### src/rtl/ucc_pkg.sv
// Shared constants, types and the register decoder for the UART channel control block.
// Assumes a 32-bit APB master with byte addresses and one aligned word per register.
package ucc_pkg;

	// Bus geometry.
	localparam int APB_AW = 8;
	localparam int APB_DW = 32;

	// Register byte offsets.
	localparam logic [APB_AW-1:0] OFS_ERR_CLEAR = 8'h00;
	localparam logic [APB_AW-1:0] OFS_RX_STATUS = 8'h04;
	localparam logic [APB_AW-1:0] OFS_IRQ_MASK = 8'h08;
	localparam logic [APB_AW-1:0] OFS_PRIO_LOW = 8'h0C;
	localparam logic [APB_AW-1:0] OFS_PRIO_HIGH = 8'h10;
	localparam logic [APB_AW-1:0] OFS_PORT_DATA = 8'h14;
	localparam logic [APB_AW-1:0] OFS_PORT_DIR = 8'h18;
	localparam logic [APB_AW-1:0] OFS_START_TRIG = 8'h1C;
	localparam logic [APB_AW-1:0] OFS_CHAN_STATUS = 8'h20;
	localparam logic [APB_AW-1:0] OFS_IRQ_REQ = 8'h24;

	// Error flag and clear trigger bit positions.
	localparam int BIT_OVERRUN = 0;
	localparam int BIT_PARITY = 1;
	localparam int BIT_FRAMING = 2;
	localparam int N_ERR = 3;

	// Interrupt source bit positions in mask, request and priority registers.
	localparam int SRC_TX_END = 0;
	localparam int SRC_RX_END = 1;
	localparam int SRC_RX_ERR = 2;
	localparam int N_SRC = 3;

	// Channel count of the start trigger and enable status.
	localparam int N_CHAN = 4;

	// Reset values.
	localparam logic [N_SRC-1:0] RST_IRQ_MASK = 3'h7;
	localparam logic [N_SRC-1:0] RST_PRIO = 3'h7;
	localparam logic [1:0] LVL_LOWEST = 2'h3;

	// Register selector.
	typedef enum {
		REG_ERR_CLEAR,
		REG_RX_STATUS,
		REG_IRQ_MASK,
		REG_PRIO_LOW,
		REG_PRIO_HIGH,
		REG_PORT_DATA,
		REG_PORT_DIR,
		REG_START_TRIG,
		REG_CHAN_STATUS,
		REG_IRQ_REQ,
		REG_NONE
	} ucc_reg_t;

	// One APB request as seen by the slave.
	typedef struct packed {
		logic sel;
		logic enable;
		logic write;
		logic [APB_AW-1:0] addr;
		logic [APB_DW-1:0] wdata;
	} ucc_apb_req_t;

	// Receive error events of one cycle.
	typedef struct packed {
		logic framing;
		logic parity;
		logic overrun;
	} ucc_rx_err_t;

	// Maps a byte address to its register.
	function automatic ucc_reg_t ucc_decode(input logic [APB_AW-1:0] addr);
		ucc_reg_t r;
		unique case (addr)
			OFS_ERR_CLEAR: r = REG_ERR_CLEAR;
			OFS_RX_STATUS: r = REG_RX_STATUS;
			OFS_IRQ_MASK: r = REG_IRQ_MASK;
			OFS_PRIO_LOW: r = REG_PRIO_LOW;
			OFS_PRIO_HIGH: r = REG_PRIO_HIGH;
			OFS_PORT_DATA: r = REG_PORT_DATA;
			OFS_PORT_DIR: r = REG_PORT_DIR;
			OFS_START_TRIG: r = REG_START_TRIG;
			OFS_CHAN_STATUS: r = REG_CHAN_STATUS;
			OFS_IRQ_REQ: r = REG_IRQ_REQ;
			default: r = REG_NONE;
		endcase
		return r;
	endfunction : ucc_decode

endpackage : ucc_pkg

### src/rtl/ucc_sync.sv
// Two flip-flop synchroniser for a vector of pin levels.
// Assumes each bit is an independent level; no bus coherence is given.
`timescale 1ns/1ps
module ucc_sync #(
	parameter int W = 8
) (
	// Clock and reset
	input wire logic clk_i,
	input wire logic rst_i,
	// Levels
	input wire logic [W-1:0] d_i,
	output logic [W-1:0] q_o
);
	logic [W-1:0] meta_reg;
	logic [W-1:0] meta_next;
	logic [W-1:0] sync_reg;
	logic [W-1:0] sync_next;

	always_comb begin
		meta_next = d_i;
		sync_next = meta_reg;
	end

	always_ff @(posedge clk_i or posedge rst_i) begin
		if (rst_i) begin
			meta_reg <= '0;
			sync_reg <= '0;
		end else begin
			meta_reg <= meta_next;
			sync_reg <= sync_next;
		end
	end

	assign q_o = sync_reg;
endmodule : ucc_sync

### src/rtl/ucc_flag.sv
// Vector of sticky flags that hardware sets and another party clears.
// Assumes set and clear are one-cycle pulses on the same clock; set wins.
`timescale 1ns/1ps
module ucc_flag #(
	parameter int W = 3
) (
	// Clock and reset
	input wire logic clk_i,
	input wire logic rst_i,
	// Set and clear pulses
	input wire logic [W-1:0] set_i,
	input wire logic [W-1:0] clr_i,
	// Flag state
	output logic [W-1:0] q_o
);
	logic [W-1:0] flag_reg;
	logic [W-1:0] flag_next;

	// An event in the clearing cycle is kept.
	always_comb begin
		flag_next = (flag_reg & ~clr_i) | set_i;
	end

	always_ff @(posedge clk_i or posedge rst_i) begin
		if (rst_i) begin
			flag_reg <= '0;
		end else begin
			flag_reg <= flag_next;
		end
	end

	assign q_o = flag_reg;
endmodule : ucc_flag

### src/rtl/ucc_top.sv
// Control and interrupt logic around one UART channel pair: channel 0 sends, channel 1 receives.
// Assumes an APB master on SYS_CLK_I, event pulses from the channels on the same clock, and pins outside.
//
// Overview of operation
// - Writing 1 to bit 2 of the error clear trigger clears the framing error flag, and 0 leaves it.
// - Writing 1 to bit 1 of the error clear trigger clears the parity error flag, and 0 leaves it.
// - Writing 1 to bit 0 of the error clear trigger clears the overrun error flag, and 0 leaves it.
// - A mask bit of 0 lets its source be serviced and 1 blocks it; bit 2 error, bit 1 rx end, bit 0 tx end.
// - A request flag reads 1 while its request is pending and 0 otherwise, with the same bit order.
// - Each source's priority is two bits, one from each priority register, where 00 is highest and 11 lowest.
// - In both priority registers rx error sits at bit 2, rx end at bit 1 and tx end at bit 0.
// - A direction bit of 0 turns the pin's output buffer on and 1 turns it off.
// - A pin in output mode drives low for a data bit of 0 and high for 1.
// - Writing 1 to a start trigger bit sets that channel's enable status and pulses its start output for one cycle.
// - The start trigger holds one bit per channel in bits 3 to 0, and each of channels 0 to 3 gets started by its bit.
// - Each receive error flag reads 1 once its error has happened and 0 when it has not.
`timescale 1ns/1ps
module ucc_top #(
	parameter int PORT_W = 8
) (
	// Clock and reset
	input wire logic SYS_CLK_I,
	input wire logic RST_I,
	// APB slave
	input wire logic PSEL_I,
	input wire logic PENABLE_I,
	input wire logic PWRITE_I,
	input wire logic [ucc_pkg::APB_AW-1:0] PADDR_I,
	input wire logic [ucc_pkg::APB_DW-1:0] PWDATA_I,
	output logic PREADY_O,
	output logic [ucc_pkg::APB_DW-1:0] PRDATA_O,
	output logic PSLVERR_O,
	// Channel events
	input wire logic RX_FRAMING_ERR_I,
	input wire logic RX_PARITY_ERR_I,
	input wire logic RX_OVERRUN_ERR_I,
	input wire logic RX_END_I,
	input wire logic TX_END_I,
	// Channel control
	output logic [ucc_pkg::N_CHAN-1:0] CHAN_ENABLE_O,
	output logic [ucc_pkg::N_CHAN-1:0] CHAN_START_O,
	// Interrupt request
	output logic IRQ_VALID_O,
	output logic [1:0] IRQ_SOURCE_O,
	output logic [1:0] IRQ_LEVEL_O,
	// Port pins
	input wire logic [PORT_W-1:0] PORT_PIN_I,
	output logic [PORT_W-1:0] PORT_DATA_O,
	output logic [PORT_W-1:0] PORT_OE_O
);
	if (PORT_W < 3 || PORT_W > ucc_pkg::APB_DW) begin : g_bad_port_w
		$error("PORT_W must lie between 3 and 32.");
	end

	// Bus request and decode.
	ucc_pkg::ucc_apb_req_t req;
	ucc_pkg::ucc_reg_t idx;
	ucc_pkg::ucc_rx_err_t err_ev;
	logic setup;
	logic wr;
	logic clr_wr;
	logic start_wr;
	logic req_wr;

	assign req = '{sel: PSEL_I, enable: PENABLE_I, write: PWRITE_I, addr: PADDR_I, wdata: PWDATA_I};
	assign err_ev = '{framing: RX_FRAMING_ERR_I, parity: RX_PARITY_ERR_I, overrun: RX_OVERRUN_ERR_I};
	assign idx = ucc_pkg::ucc_decode(req.addr);
	assign setup = req.sel && !req.enable;

	// Writes take effect at the edge that completes the access phase.
	logic pready_reg;
	assign wr = req.sel && req.enable && pready_reg && req.write;
	assign clr_wr = wr && (idx == ucc_pkg::REG_ERR_CLEAR);
	assign start_wr = wr && (idx == ucc_pkg::REG_START_TRIG);
	assign req_wr = wr && (idx == ucc_pkg::REG_IRQ_REQ);

	// Pin inputs cross into the clock domain first.
	logic [PORT_W-1:0] pin_sync;

	ucc_sync #(
		.W(PORT_W)
	) u_pin_sync (
		.clk_i(SYS_CLK_I),
		.rst_i(RST_I),
		.d_i(PORT_PIN_I),
		.q_o(pin_sync)
	);

	// Receive error flags.
	logic [ucc_pkg::N_ERR-1:0] err_set;
	logic [ucc_pkg::N_ERR-1:0] err_clr;
	logic [ucc_pkg::N_ERR-1:0] err_q;

	always_comb begin
		err_set = '0;
		err_set[ucc_pkg::BIT_FRAMING] = err_ev.framing;
		err_set[ucc_pkg::BIT_PARITY] = err_ev.parity;
		err_set[ucc_pkg::BIT_OVERRUN] = err_ev.overrun;
		err_clr = '0;
		err_clr[ucc_pkg::BIT_FRAMING] = clr_wr && req.wdata[ucc_pkg::BIT_FRAMING];
		err_clr[ucc_pkg::BIT_PARITY] = clr_wr && req.wdata[ucc_pkg::BIT_PARITY];
		err_clr[ucc_pkg::BIT_OVERRUN] = clr_wr && req.wdata[ucc_pkg::BIT_OVERRUN];
	end

	// The clear trigger itself is never stored; it only pulses the flags.
	ucc_flag #(
		.W(ucc_pkg::N_ERR)
	) u_err_flag (
		.clk_i(SYS_CLK_I),
		.rst_i(RST_I),
		.set_i(err_set),
		.clr_i(err_clr),
		.q_o(err_q)
	);

	// Interrupt request flags.
	logic [ucc_pkg::N_SRC-1:0] irq_set;
	logic [ucc_pkg::N_SRC-1:0] irq_clr;
	logic [ucc_pkg::N_SRC-1:0] irq_q;

	always_comb begin
		irq_set = '0;
		irq_set[ucc_pkg::SRC_RX_ERR] = |err_set;
		irq_set[ucc_pkg::SRC_RX_END] = RX_END_I;
		irq_set[ucc_pkg::SRC_TX_END] = TX_END_I;
		irq_clr = '0;
		if (req_wr) begin
			irq_set = irq_set | req.wdata[ucc_pkg::N_SRC-1:0];
			irq_clr = ~req.wdata[ucc_pkg::N_SRC-1:0];
		end
	end

	ucc_flag #(
		.W(ucc_pkg::N_SRC)
	) u_irq_flag (
		.clk_i(SYS_CLK_I),
		.rst_i(RST_I),
		.set_i(irq_set),
		.clr_i(irq_clr),
		.q_o(irq_q)
	);

	// Picks the pending source of the best level; on a tie the higher bit wins.
	function automatic logic [4:0] ucc_pick(input logic [ucc_pkg::N_SRC-1:0] pend,
			input logic [ucc_pkg::N_SRC-1:0] lo, input logic [ucc_pkg::N_SRC-1:0] hi);
		logic found;
		logic [1:0] src;
		logic [1:0] best;
		logic [1:0] lvl;
		found = 1'b0;
		src = '0;
		best = ucc_pkg::LVL_LOWEST;
		for (int i = ucc_pkg::N_SRC - 1; i >= 0; i--) begin
			lvl = {hi[i], lo[i]};
			if (pend[i] && (!found || lvl < best)) begin
				found = 1'b1;
				src = 2'(i);
				best = lvl;
			end
		end
		return {found, src, best};
	endfunction : ucc_pick

	// Software registers and bus answer.
	logic [ucc_pkg::N_SRC-1:0] mask_reg;
	logic [ucc_pkg::N_SRC-1:0] mask_next;
	logic [ucc_pkg::N_SRC-1:0] prio_lo_reg;
	logic [ucc_pkg::N_SRC-1:0] prio_lo_next;
	logic [ucc_pkg::N_SRC-1:0] prio_hi_reg;
	logic [ucc_pkg::N_SRC-1:0] prio_hi_next;
	logic [PORT_W-1:0] pdata_reg;
	logic [PORT_W-1:0] pdata_next;
	logic [PORT_W-1:0] pdir_reg;
	logic [PORT_W-1:0] pdir_next;
	logic [PORT_W-1:0] poe_reg;
	logic [PORT_W-1:0] poe_next;
	logic [ucc_pkg::N_CHAN-1:0] chan_en_reg;
	logic [ucc_pkg::N_CHAN-1:0] chan_en_next;
	logic [ucc_pkg::N_CHAN-1:0] start_reg;
	logic [ucc_pkg::N_CHAN-1:0] start_next;
	logic pready_next;
	logic [ucc_pkg::APB_DW-1:0] prdata_reg;
	logic [ucc_pkg::APB_DW-1:0] prdata_next;
	logic pslverr_reg;
	logic pslverr_next;
	logic irq_valid_reg;
	logic irq_valid_next;
	logic [1:0] irq_src_reg;
	logic [1:0] irq_src_next;
	logic [1:0] irq_lvl_reg;
	logic [1:0] irq_lvl_next;
	logic [ucc_pkg::APB_DW-1:0] rd_val;
	logic [PORT_W-1:0] port_view;
	logic [4:0] pick;

	always_comb begin
		mask_next = mask_reg;
		prio_lo_next = prio_lo_reg;
		prio_hi_next = prio_hi_reg;
		pdata_next = pdata_reg;
		pdir_next = pdir_reg;
		if (wr) begin
			unique case (idx)
				ucc_pkg::REG_IRQ_MASK: mask_next = req.wdata[ucc_pkg::N_SRC-1:0];
				ucc_pkg::REG_PRIO_LOW: prio_lo_next = req.wdata[ucc_pkg::N_SRC-1:0];
				ucc_pkg::REG_PRIO_HIGH: prio_hi_next = req.wdata[ucc_pkg::N_SRC-1:0];
				ucc_pkg::REG_PORT_DATA: pdata_next = req.wdata[PORT_W-1:0];
				ucc_pkg::REG_PORT_DIR: pdir_next = req.wdata[PORT_W-1:0];
				default: begin
				end
			endcase
		end
		poe_next = ~pdir_next;
		start_next = start_wr ? req.wdata[ucc_pkg::N_CHAN-1:0] : '0;
		chan_en_next = chan_en_reg | start_next;
		pick = ucc_pick(irq_q & ~mask_reg, prio_lo_reg, prio_hi_reg);
		irq_valid_next = pick[4];
		irq_src_next = pick[3:2];
		irq_lvl_next = pick[1:0];
	end

	// Read value is captured in the setup cycle; reads have no side effects.
	always_comb begin
		rd_val = '0;
		for (int i = 0; i < PORT_W; i++) begin
			port_view[i] = pdir_reg[i] ? pin_sync[i] : pdata_reg[i];
		end
		unique case (idx)
			ucc_pkg::REG_ERR_CLEAR: rd_val = '0;
			ucc_pkg::REG_RX_STATUS: rd_val[ucc_pkg::N_ERR-1:0] = err_q;
			ucc_pkg::REG_IRQ_MASK: rd_val[ucc_pkg::N_SRC-1:0] = mask_reg;
			ucc_pkg::REG_PRIO_LOW: rd_val[ucc_pkg::N_SRC-1:0] = prio_lo_reg;
			ucc_pkg::REG_PRIO_HIGH: rd_val[ucc_pkg::N_SRC-1:0] = prio_hi_reg;
			ucc_pkg::REG_PORT_DATA: rd_val[PORT_W-1:0] = port_view;
			ucc_pkg::REG_PORT_DIR: rd_val[PORT_W-1:0] = pdir_reg;
			ucc_pkg::REG_START_TRIG: rd_val = '0;
			ucc_pkg::REG_CHAN_STATUS: rd_val[ucc_pkg::N_CHAN-1:0] = chan_en_reg;
			ucc_pkg::REG_IRQ_REQ: rd_val[ucc_pkg::N_SRC-1:0] = irq_q;
			ucc_pkg::REG_NONE: rd_val = '0;
		endcase
		pready_next = setup;
		prdata_next = setup ? rd_val : '0;
		pslverr_next = setup && (idx == ucc_pkg::REG_NONE);
	end

	always_ff @(posedge SYS_CLK_I or posedge RST_I) begin
		if (RST_I) begin
			mask_reg <= ucc_pkg::RST_IRQ_MASK;
			prio_lo_reg <= ucc_pkg::RST_PRIO;
			prio_hi_reg <= ucc_pkg::RST_PRIO;
			pdata_reg <= '0;
			pdir_reg <= '1;
			poe_reg <= '0;
			chan_en_reg <= '0;
			start_reg <= '0;
			pready_reg <= 1'b0;
			prdata_reg <= '0;
			pslverr_reg <= 1'b0;
			irq_valid_reg <= 1'b0;
			irq_src_reg <= '0;
			irq_lvl_reg <= '0;
		end else begin
			mask_reg <= mask_next;
			prio_lo_reg <= prio_lo_next;
			prio_hi_reg <= prio_hi_next;
			pdata_reg <= pdata_next;
			pdir_reg <= pdir_next;
			poe_reg <= poe_next;
			chan_en_reg <= chan_en_next;
			start_reg <= start_next;
			pready_reg <= pready_next;
			prdata_reg <= prdata_next;
			pslverr_reg <= pslverr_next;
			irq_valid_reg <= irq_valid_next;
			irq_src_reg <= irq_src_next;
			irq_lvl_reg <= irq_lvl_next;
		end
	end

	assign PREADY_O = pready_reg;
	assign PRDATA_O = prdata_reg;
	assign PSLVERR_O = pslverr_reg;
	assign CHAN_ENABLE_O = chan_en_reg;
	assign CHAN_START_O = start_reg;
	assign IRQ_VALID_O = irq_valid_reg;
	assign IRQ_SOURCE_O = irq_src_reg;
	assign IRQ_LEVEL_O = irq_lvl_reg;
	assign PORT_DATA_O = pdata_reg;
	assign PORT_OE_O = poe_reg;
endmodule : ucc_top

### config.mk
export PLATFORM = sky130hd
export DESIGN_NAME = ucc_top
export DESIGN_NICKNAME = d
export VERILOG_FILES = /design/src/rtl/ucc_pkg.sv /design/src/rtl/ucc_sync.sv /design/src/rtl/ucc_flag.sv /design/src/rtl/ucc_top.sv
export SDC_FILE = /design/constraint.sdc
export NUM_CORES = 1
export LEC_CHECK = 0
export ABC_AREA = 1
export BUFFER_PORTS_ARGS = -buffer_cell sky130_fd_sc_hd__buf_2
export CAP_MARGIN = 15
export CELL_PAD_IN_SITES_DETAIL_PLACEMENT = 1
export CELL_PAD_IN_SITES_GLOBAL_PLACEMENT = 1
export CORE_MARGIN = 2
export CORE_UTILIZATION = 33
export DETAILED_ROUTE_END_ITERATION = 16
export PLACE_DENSITY = 0.74
export SKIP_CTS_REPAIR_TIMING = 1
export SYNTH_ARGS = -nofsm -noshare
export SYNTH_HDL_FRONTEND = slang
export SYNTH_HIERARCHICAL = 1
export SYNTH_SLANG_ARGS = --single-unit
### constraint.sdc
create_clock -name SYS_CLK_I -period 2.2 [get_ports SYS_CLK_I]
set_clock_uncertainty 0.2 [all_clocks]
set_input_delay 0.44 -clock SYS_CLK_I [delete_from_list [all_inputs] [get_ports SYS_CLK_I]]
set_output_delay 0.44 -clock SYS_CLK_I [all_outputs]
set_load 0.03 [all_outputs]
[Word level (Yosys, flattened, before mapping)]
Cells that the tools add are included.
Word-level totals
  register bits: 78
  input bits: 58
  output and inout bits: 63
  word-level logic and storage cells: 108
Operators by class
  magnitude comparators: 2
  bitwise logic cells: 12
  equality and inequality tests: 22
  mux-type cells: 27
  reductions and logical operators: 27
Operator list (count)
  == test 32 x 3 -> 1 bit, second input constant: 4
  == test 32 x 4 -> 1 bit, second input constant: 4
  == test 32 x 2 -> 1 bit, second input constant: 2
  == test 32 x 5 -> 1 bit, second input constant: 2
  logical NOT 32 bit: 2
  one-hot mux 4 bit (10 select lines): 1
  == test 32 x 1 -> 1 bit, second input constant: 1
  == test 8 x 5 -> 1 bit, second input constant: 4
  one-hot mux 3 bit (9 select lines): 1
  2-to-1 mux 8 bit: 3
  == test 8 x 4 -> 1 bit, second input constant: 2
  == test 8 x 6 -> 1 bit, second input constant: 2
  logical AND 1 bit: 13
  2-to-1 mux 2 bit: 6
  inverter 3 bit: 4
  2-to-1 mux 1 bit: 11
  AND 3 bit: 3
  bitwise OR 3 bit: 3
  == test 8 x 3 -> 1 bit, second input constant: 1
  logical NOT 8 bit: 1
  inverter 8 bit: 1
  one-hot mux 4 bit (2 select lines): 1
  AND reduction 2 bit: 4
  2-to-1 mux 3 bit: 2
  other kinds (7): 12

[Depth between registers and ports, before layout]
Gate-level depths: netlist (run 1).
  word-level depth: 11
  gate-level depth with buffers: 17
  depth with buffers taken out: 17

[Modules after synthesis]
Netlist (run 1), hierarchy kept.
Modules (own cells, without submodules)
  ucc_top: times used 1, cells an instance 337, sequential area each 1422.6 µm², area an instance 2862.7 µm²
  ucc_sync: times used 1, cells an instance 17, sequential area each 400.4 µm², area an instance 404.1 µm²
  ucc_flag: times used 2, cells an instance 16, sequential area each 75.1 µm², area an instance 123.9 µm²

[Worst setup path before layout (run 1)]
Ideal clock, no wire load.
  kind: reg-to-reg
  start point: register mask_reg[2] (netlist bit)
  end point: register irq_lvl_reg[1] (netlist: IRQ_LEVEL_O[1])
  path slack: -0.148 ns
  clock period less this slack: 2.348 ns
  required time: 1.884 ns
  setup time: 0.116 ns
  arrival time: 2.031 ns
  stages on the path, launching flop included: 17
  buffers on the path: 0
  path through: dfstp_2 > inv_1 > nand2_1 > nor2_1 > ha_1 > nand2_1 > nand2_1 > nand2_1 > nand2_1 > o21ai_0 > ha_1 > nand2_1 > nand2_1 > nand2_1 > nand2_1 > nand2_1 > nand2_1
On the way
  longest elaborated chain between the ends: 11
  elaborated cells between the ends (all ways): 15
  those cells by class: order compare: 2; mux: 5; bitwise: 2; reduce/logical: 6
RTL lines
  from (decl): RTL line ucc_top.sv:165  | logic [ucc_pkg::N_SRC-1:0] mask_reg;
  from (signal assigned): RTL line ucc_top.sv:248  | mask_reg <= ucc_pkg::RST_IRQ_MASK;
  from (signal assigned): RTL line ucc_top.sv:263  | mask_reg <= mask_next;
  inverter 3 bit *: RTL line ucc_top.sv:216  | pick = ucc_pick(irq_q & ~mask_reg, prio_lo_reg, prio_hi_reg);
  AND 3 bit *: RTL line ucc_top.sv:216
  2-to-1 mux 2 bit / 2-to-1 mux 1 bit (equally long branches): RTL line ucc_top.sv:155  | if (pend[i] && (!found || lvl < best)) begin
  less-than comparator 2 bit / logical NOT 1 bit (equally long branches): RTL line ucc_top.sv:155
  logical OR 1 bit: RTL line ucc_top.sv:155
  logical AND 1 bit: RTL line ucc_top.sv:155
  2-to-1 mux 2 bit / 2-to-1 mux 1 bit (equally long branches): RTL line ucc_top.sv:155
  less-than comparator 2 bit / logical NOT 1 bit (equally long branches): RTL line ucc_top.sv:155
  logical OR 1 bit: RTL line ucc_top.sv:155
  logical AND 1 bit: RTL line ucc_top.sv:155
  2-to-1 mux 2 bit *: RTL line ucc_top.sv:155
  named net irq_lvl_next[1]: RTL line ucc_top.sv:191  | logic [1:0] irq_lvl_next;
  to (signal assigned): RTL line ucc_top.sv:276  | irq_lvl_reg <= irq_lvl_next;
  to (decl): RTL line ucc_top.sv:190  | logic [1:0] irq_lvl_reg;
Mark *: on every way through the listed nets, which the timed path passes. The rest lies on a longest branch.
A chain may end at the register's enable or synchronous reset.

[Worst setup path in the final report (run 1)]
Ends and elaborated chain as after synthesis.

==> results of run 1 <==
logic make-up (layout without fill, tap and decap cells):
group,Yosys count,in the layout
other,1,24
adder cells (fa/ha/maj),2,2
flip-flops,78,78
AND/OR/NAND/NOR,155,155
buffers and inverters,92,178
AO/OA/AOI/OAI,55,55
multiplexers,3,3
layout by cell type, fill, tap and decap left out, types with 6 or more instances in the layout:
master,count
nand2_2,6
nand2_1,86
a21oi_1,10
dlygate4sd3_1,9
dfrtp_1,61
clkbuf_8,10
o21ai_0,26
nand3_1,13
conb_1,24
nor2_1,23
buf_4,14
buf_2,72
dfstp_2,17
inv_1,64
layout make-up:
cell class                 instances  area, um^2
fill                            1250        5950
multi-input combinational        239        1240
timing repair buffer              96         576
tap                              136         170
clock buffer                      12         145
sequential                        78        1970
inverter                          66         248
clock inverter                     4        25.0
metal layers:
layer	vias up	routed length (um)
met5	-	0
met4	0	161
met3	15	392
met2	70	4830
met1	1447	4110
li1	1360	-
through the flow:
step,utilization,cells
after floorplan,-,409
after global placement,0.392,603
after detailed placement,0.392,603
after CTS,0.409,619
after global routing,0.424,631
final,0.424,631
path summary, 6_finish.rpt:
check                                          to  slack (ps)                    from  cells after the start
max                                IRQ_LEVEL_O[1]        -140             mask_reg[2]                     17
min                             u_err_flag/q_o[0]          90        RX_OVERRUN_ERR_I                      3
max reg2reg                        IRQ_LEVEL_O[1]        -140             mask_reg[2]                     17
min reg2reg                     u_pin_sync/q_o[7]         150  u_pin_sync/meta_reg[7]                      0
max in group asynchronous  u_pin_sync/meta_reg[2]         810                   RST_I                      3
min in group asynchronous       u_irq_flag/q_o[1]         360                   RST_I                      3
power by group:
part           internal [mW]  switching [mW]  leakage, nW
Combinational         0.0611           0.171         1.28
Clock                  0.438           0.528       0.0824
Sequential              1.46         0.00721        0.922
Total                   1.96           0.707         2.28
critical path, cell delays in order, from the launching register on:
cell and delay, ps:
dfstp_2 550, inv_2 50, nand2_4 70, nor2_4 40, ha_4 230, nand2_2 60, nand2_2 50, nand2_2 80
nand2_4 60, nand2_2 80, o21ai_2 60, ha_1 290, nand2_1 70, nand2_1 60, nand2_2 100, nand2_2 60
nand2_1 80, nand2_1 50
==> results.cfg, run 1 <==
[status]
status = complete, but fails checks
violations = setup timing

[logic_synthesis]
avgSynthCellArea_um2 = 9.11
synth_cell_types = 35
yosys.area.top_type = dfrtp_1
synth.most_common_cell = nand2_1
synth.top_cell.area_share = 0.434
synth.area.top_cells = dfrtp_1 (43%), dfstp_2 (13%), nand2_1 (10%)
synth.mux.area_fraction = 0.0128
yosys.area_share.adder = 0.00712
synth-edff-count = 0
synth.cell_area_um2 = 3510
synth_common_cells = nand2_1 (94), inv_1 (66), dfrtp_1 (61)
async_flop_share = 1.00
ys.flop_type = dfrtp_1
synth-xor-area-share = 0
seq_area_frac_synth = 0.561
synthCells = 386
synth-simple-area-share = 0.200
synth_top_family_by_area = simple AND/OR/NAND/NOR gates
ys_seq_elements = 78
synth_compound_area_frac = 0.0908
synth_warnings = 6

[worst_setup_path]
critPathRequiredTime_ps = 2250
start_kind = flip-flop
path_class = flip-flop to flip-flop
crit_path_max_fanout = 5
crit_arrival_ps = 2380
cp-end-kind = flip-flop

[clock_network]
clkLatencyLatePin_ps = 350
clockBufferDepth = 2
cts.sinks = 78
cts_tree = yes
cts_buffers = 9
cts.clk_slew.worst_paths_ps = 80
root_buffer = clkbuf_8
htreeDepth = 3

[final_layout]
layout.nets = 550
num_antenna_cells = 0
drive_above_1_share = 0.309
area_growth_pct = 24.5
fin_area_um2 = 4370

[placed_design]
globalplace.congestion = 0.853
portBuffers = 72
hpwl_um = 7100
dp_slack_ps = -180
post_dp_cell_area_um2 = 4050

[grt]
use_met1 = 0.209
grt.met2_usage = 0.293
antenna_found_initial = 0
grt_pass1_vias = 3042
gr-usage-met3 = 0.0347
grt-busiest-layer = met2
grt_use_total = 0.170
grt_max_degree = 35
grt_pass1_wl_um = 14800
globalRouteOverflowTotal = 0

[route]
viasPerCell = 4.58
wl_um = 9500
drt_iter0_drc = 104
drc = 0
ant_nets = 0
drt_pass1_iterations = 4
vias = 2892
routedWlPerCell_um = 15.0

[sta]
period_needed_ps = 2340
setup_ws_ps = -137
hold_ws_ps = 92.7
post-route-period-util = 1.06
finalHoldViolCount = 0
setup_violations = 4
maxSlewViolCount = 0
setup_tns_ps = -407
fmax_mhz = 428
tightest_slew_ps = 642
relSlewSlack = 0.571
grt_setup_unrepaired = yes

[power_and_ir_drop]
power_mw = 2.66
power.density_nw_per_um2 = 609
p_leak_nw = 2.28
ir_drop_mv = 0.241

[floorplanning]
num_io_pins = 121
die_y_um = 107
fp-row-count = 37
die_x_um = 107
die_area_um2 = 11500
core_um2 = 10300
start_util = 0.340

[job]
cap_violations = 0

[hold_path]
hold_class = input pin to flip-flop
Note: power is estimated with default switching activity, not from simulation.
==> inputs of run 2 (changes only) <==
--- a/config.mk
+++ b/config.mk
@@ -14,6 +14,7 @@
 export CORE_UTILIZATION = 33
 export DETAILED_ROUTE_END_ITERATION = 16
 export PLACE_DENSITY = 0.74
+export RECOVER_POWER = 50
 export SKIP_CTS_REPAIR_TIMING = 1
 export SYNTH_ARGS = -nofsm -noshare
 export SYNTH_HDL_FRONTEND = slang
==> results.cfg, run 2 (same netlist as run 1, synthesis figures left out) <==
[status]
status = complete, but fails checks
violations = setup timing

[sta]
setup_ws_ps = -137
relSlewSlack = 0.439
fmax_mhz = 428
post-route-period-util = 1.06
maxSlewViolCount = 0
finalHoldViolCount = 0
setup_violations = 5
period_needed_ps = 2340
tightest_slew_ps = 841
grt_setup_unrepaired = yes

[clock_network]
root_buffer = clkbuf_8
cts_buffers = 9
cts.clk_slew.worst_paths_ps = 80
cts_tree = yes
htreeDepth = 3
cts.sinks = 78
clkLatencyLatePin_ps = 360
clockBufferDepth = 2

[worst_setup_path]
critPathRequiredTime_ps = 2250
startpoint = mask_reg[2]
cp-end-kind = flip-flop
crit_path_max_fanout = 5
rr_startpoint = mask_reg[2]
regToRegEndpoint = IRQ_LEVEL_O[1]
start_kind = flip-flop
path_class = flip-flop to flip-flop
cp-endpoint = IRQ_LEVEL_O[1]
reg2reg_slack_ps = -140
r2r_cells = 17
crit_arrival_ps = 2390

[grt]
globalRouteOverflowTotal = 0
antenna_found_initial = 0
grt_max_degree = 35
grt_pass1_vias = 3042
grt_use_total = 0.170
grt_pass1_wl_um = 14800

[hold_path]
hold_class = input pin to flip-flop

[job]
cap_violations = 0

[placed_design]
portBuffers = 72
globalplace.congestion = 0.853
hpwl_um = 7100
dp.cells = 603

[route]
drc = 0
vias = 2887
drt_pass1_iterations = 4
ant_nets = 0
wl_um = 9500
viasPerCell = 4.58
routedWlPerCell_um = 15.1
drt_iter0_drc = 111

[final_layout]
layoutNonFillerInstCount = 631
fillers = 1253
layout.nets = 550
multiInputGateArea_um2 = 1220
area_growth_pct = 23.7
num_antenna_cells = 0
final_cell_mix = nand2_1 (86), buf_2 (71), inv_1 (64), dfrtp_1 (61), o21ai_0 (26)
drive_above_1_share = 0.301
final_common_cell = nand2_1
ff_latch_area_um2 = 1970

[power_and_ir_drop]
ir_drop_mv = 0.241
power.density_nw_per_um2 = 612
p_leak_nw = 2.27
power_mw = 2.66

[floorplanning]
start_util = 0.340
die_area_um2 = 11500
num_io_pins = 121
fp-row-count = 37
core_um2 = 10300
die_y_um = 107
die_x_um = 107
==> run 2: changes by cell type in the layout (fill, tap and decap cells not counted) <==
cell	before	now
clkbuf_1	2	3
nor3_1	5	6
nor3_4	1	0
clkbuf_2	0	2
buf_2	72	71
buf_4	14	12
nor2_4	4	3
clkinv_1	0	1
inv_2	2	1
nor2_1	23	24
==> run 2: how the worst min path moves through the flow <==
stage	start	to	slack, ps	cells past startpoint
floorplan	RST_I	u_err_flag/q_o[0]	-6	1
global placement	u_pin_sync/meta_reg[0]	u_pin_sync/q_o[0]	130	0
detailed placement	u_pin_sync/meta_reg[4]	u_pin_sync/q_o[4]	140	0
CTS	RST_I	u_irq_flag/q_o[1]	-210	2
global route	RX_OVERRUN_ERR_I	u_err_flag/q_o[0]	90	3
finish	RX_OVERRUN_ERR_I	u_err_flag/q_o[0]	90	3
==> run 2: layout make-up <==
cell class | count | share of cell area
Clock inverter | 4 | 0.00575
Clock buffer | 12 | 0.0334
Multi-Input combinational cell | 239 | 0.280
Sequential cell | 78 | 0.454
Timing Repair Buffer | 96 | 0.131
Tap cell | 136 | 0.0391
Inverter | 66 | 0.0570
==> run 2: stage by stage <==
| stage | setup TNS, ps | util | hold WS, ps | setup slack [ps] | area [um^2] |
|---|---|---|---|---|---|
| 3_3_place_gp | -134 | 0.392 | 132 | -71.2 | 4050 |
| 5_1_grt | -1430 | 0.421 | 94.6 | -309 | 4350 |
| 2_1_floorplan | -45.5 | - | -6.36 | -27.4 | 3610 |
| 4_1_cts | -619 | 0.409 | -210 | -203 | 4220 |
| 3_5_place_dp | -512 | 0.392 | 136 | -180 | 4050 |
| 6_report | -412 | 0.421 | 92.7 | -137 | 4350 |
==> run 2: metal layers <==
metal,up-vias,GRT usage,wire (um)
li1,1361,-,-
met1,1436,0.209,4100
met2,75,0.293,4820
met3,15,0.0347,421
met4,0,0.0640,159
met5,-,0,0
==> run 2: where the power goes <==
group,switching [mW],internal (mW),leakage [nW]
Combinational,0.169,0.0589,1.26
Clock,0.529,0.438,0.0824
Sequential,0.00715,1.46,0.922
Total,0.706,1.95,2.27
==> run 2: critical path, stage by stage, from the launching register on <==
cell	delay (ps)
dfstp_2	550
inv_2	50
nand2_4	60
nor2_4	40
ha_4	230
nand2_2	60
nand2_2	50
nand2_2	80
nand2_4	60
nand2_2	80
o21ai_2	60
ha_1	290
nand2_1	70
nand2_1	60
nand2_2	100
nand2_2	60
nand2_1	80
nand2_1	50
==> inputs of run 3 (changes only) <==
--- a/config.mk
+++ b/config.mk
@@ -8,10 +8,9 @@
 export ABC_AREA = 1
 export BUFFER_PORTS_ARGS = -buffer_cell sky130_fd_sc_hd__buf_2
 export CAP_MARGIN = 15
-export CELL_PAD_IN_SITES_DETAIL_PLACEMENT = 1
-export CELL_PAD_IN_SITES_GLOBAL_PLACEMENT = 1
+export CORE_ASPECT_RATIO = 1.4
 export CORE_MARGIN = 2
-export CORE_UTILIZATION = 33
+export CORE_UTILIZATION = 45
 export DETAILED_ROUTE_END_ITERATION = 16
 export PLACE_DENSITY = 0.74
 export RECOVER_POWER = 50
==> results.cfg, run 3 (same netlist as run 1, synthesis figures left out) <==
[final_layout]
num_antenna_cells = 0
fillers = 693
final_common_cell = nand2_1
layout.nets = 551
final_cell_mix = nand2_1 (85), buf_2 (71), inv_1 (65), dfrtp_1 (61), o21ai_0 (26)
drive_above_1_share = 0.310
fin_area_um2 = 4360
multiInputGateArea_um2 = 1230
area_growth_pct = 24.0
ff_latch_area_um2 = 1970

[worst_setup_path]
crit_slowest_cell = dfstp_2
critPathRequiredTime_ps = 2260
cpMostUsedCell = nand2_2
crit_arrival_ps = 2350
start_kind = flip-flop
regToRegEndpoint = IRQ_LEVEL_O[1]
rr_startpoint = mask_reg[2]
path_class = flip-flop to flip-flop
cp-end-kind = flip-flop
crit_path_max_incr_delay_ps = 540
r2r_cells = 17
crit_path_max_fanout = 5
reg2reg_slack_ps = -90
startpoint = mask_reg[2]
crit_chain = inv_2, nand2_2, nor2_4, ha_4, nand2_2, nand2_2, nand2_2, nand2_4, nand2_2, o21ai_2, ha_1, nand2_1, nand2_1, nand2_2, nand2_2, nand2_2, nand2_1

[status]
violations = setup timing
status = complete, but fails checks

[sta]
post-route-period-util = 1.04
maxSlewViolCount = 0
setup_tns_ps = -261
setup_ws_ps = -89.9
grt_setup_unrepaired = yes
finalHoldViolCount = 0
fmax_mhz = 437
setup_violations = 3
period_needed_ps = 2290
tightest_slew_ps = 584
relSlewSlack = 0.610

[floorplanning]
num_io_pins = 121
die_y_um = 109
core_um2 = 7650
start_util = 0.459
fp-row-count = 38
die_area_um2 = 8540
die_x_um = 78.7

[route]
routedWlPerCell_um = 13.2
ant_nets = 0
drt_iter0_drc = 112
drc = 0
vias = 2721
wl_um = 7850
drt_pass1_iterations = 7
viasPerCell = 4.57

[placed_design]
dp_slack_ps = -175
globalplace.congestion = 0.896
post_dp_cell_area_um2 = 4010
hpwl_um = 5860
portBuffers = 72

[grt]
antenna_found_initial = 0
grt_pass1_vias = 2630
globalRouteOverflowTotal = 0
grt_max_degree = 30
grt_use_total = 0.191
grt_pass1_wl_um = 12300

[job]
cap_violations = 0

[hold_path]
hold_start = RX_FRAMING_ERR_I
whs_endpoint = u_err_flag/q_o[2]
hold_class = input pin to flip-flop
whs_path_depth = 3

[clock_network]
htreeDepth = 3
root_buffer = clkbuf_8
cts.clk_slew.worst_paths_ps = 80
cts.sinks = 78
cts_buffers = 9
cts_tree = yes
clkLatencyLatePin_ps = 350
clockBufferDepth = 2

[power_and_ir_drop]
p_leak_nw = 2.31
power_mw = 2.86
ir_drop_mv = 0.410
power.density_nw_per_um2 = 655
==> run 3: worst max path at each step <==
stage	cells past startpoint	slack, ps	endpoint
2_1_floorplan	17	-30	IRQ_LEVEL_O[0]
3_3_place_gp	17	-80	IRQ_LEVEL_O[0]
3_5_place_dp	17	-180	IRQ_LEVEL_O[0]
4_1_cts	17	-190	IRQ_LEVEL_O[0]
5_1_grt	17	-220	IRQ_LEVEL_O[1]
6_report	17	-90	IRQ_LEVEL_O[1]
==> run 3: layout make-up <==
cell class              instances  share of cell area
clock buffers                  10              0.0293
well taps                     100              0.0287
inverters                      66              0.0568
clock inverters                 6              0.0198
repair buffers                 97               0.130
multi-input cells             239               0.283
flip-flops and latches         78               0.453
==> run 3: routing by layer <==
layer | track usage | vias up | wire length [um] | share of wire
met1 | 0.230 | 1258 | 3230 | 0.41
met2 | 0.323 | 83 | 4050 | 0.52
met5 | 0 | - | 0 | 0
li1 | - | 1361 | - | -
met4 | 0.108 | 0 | 229 | 0.029
met3 | 0.0309 | 19 | 332 | 0.042
==> run 3: power breakdown <==
| group | switching (mW) | internal (mW) | total (mW) |
|---|---|---|---|
| Combinational | 0.165 | 0.0620 | 0.227 |
| Clock | 0.528 | 0.637 | 1.16 |
| Sequential | 0.00688 | 1.46 | 1.46 |
==> run 3: critical path: cells and delay by family, from the launching register on <==
kind / cells / cell delay [ps]
AND/OR/NAND/NOR: 13 / 840
flip-flops: 1 / 540
adder cells (fa/ha/maj): 2 / 500
AO/OA/AOI/OAI: 1 / 60
buffers and inverters: 1 / 40
==> run 3: through the flow <==
stage,utilization,cells,hold slack (ps)
global placement,0.523,567,131
CTS,0.551,583,-229
finish,0.569,596,82.4
global route,0.569,596,97.2
detailed placement,0.523,567,135
floorplan,-,409,-6.36
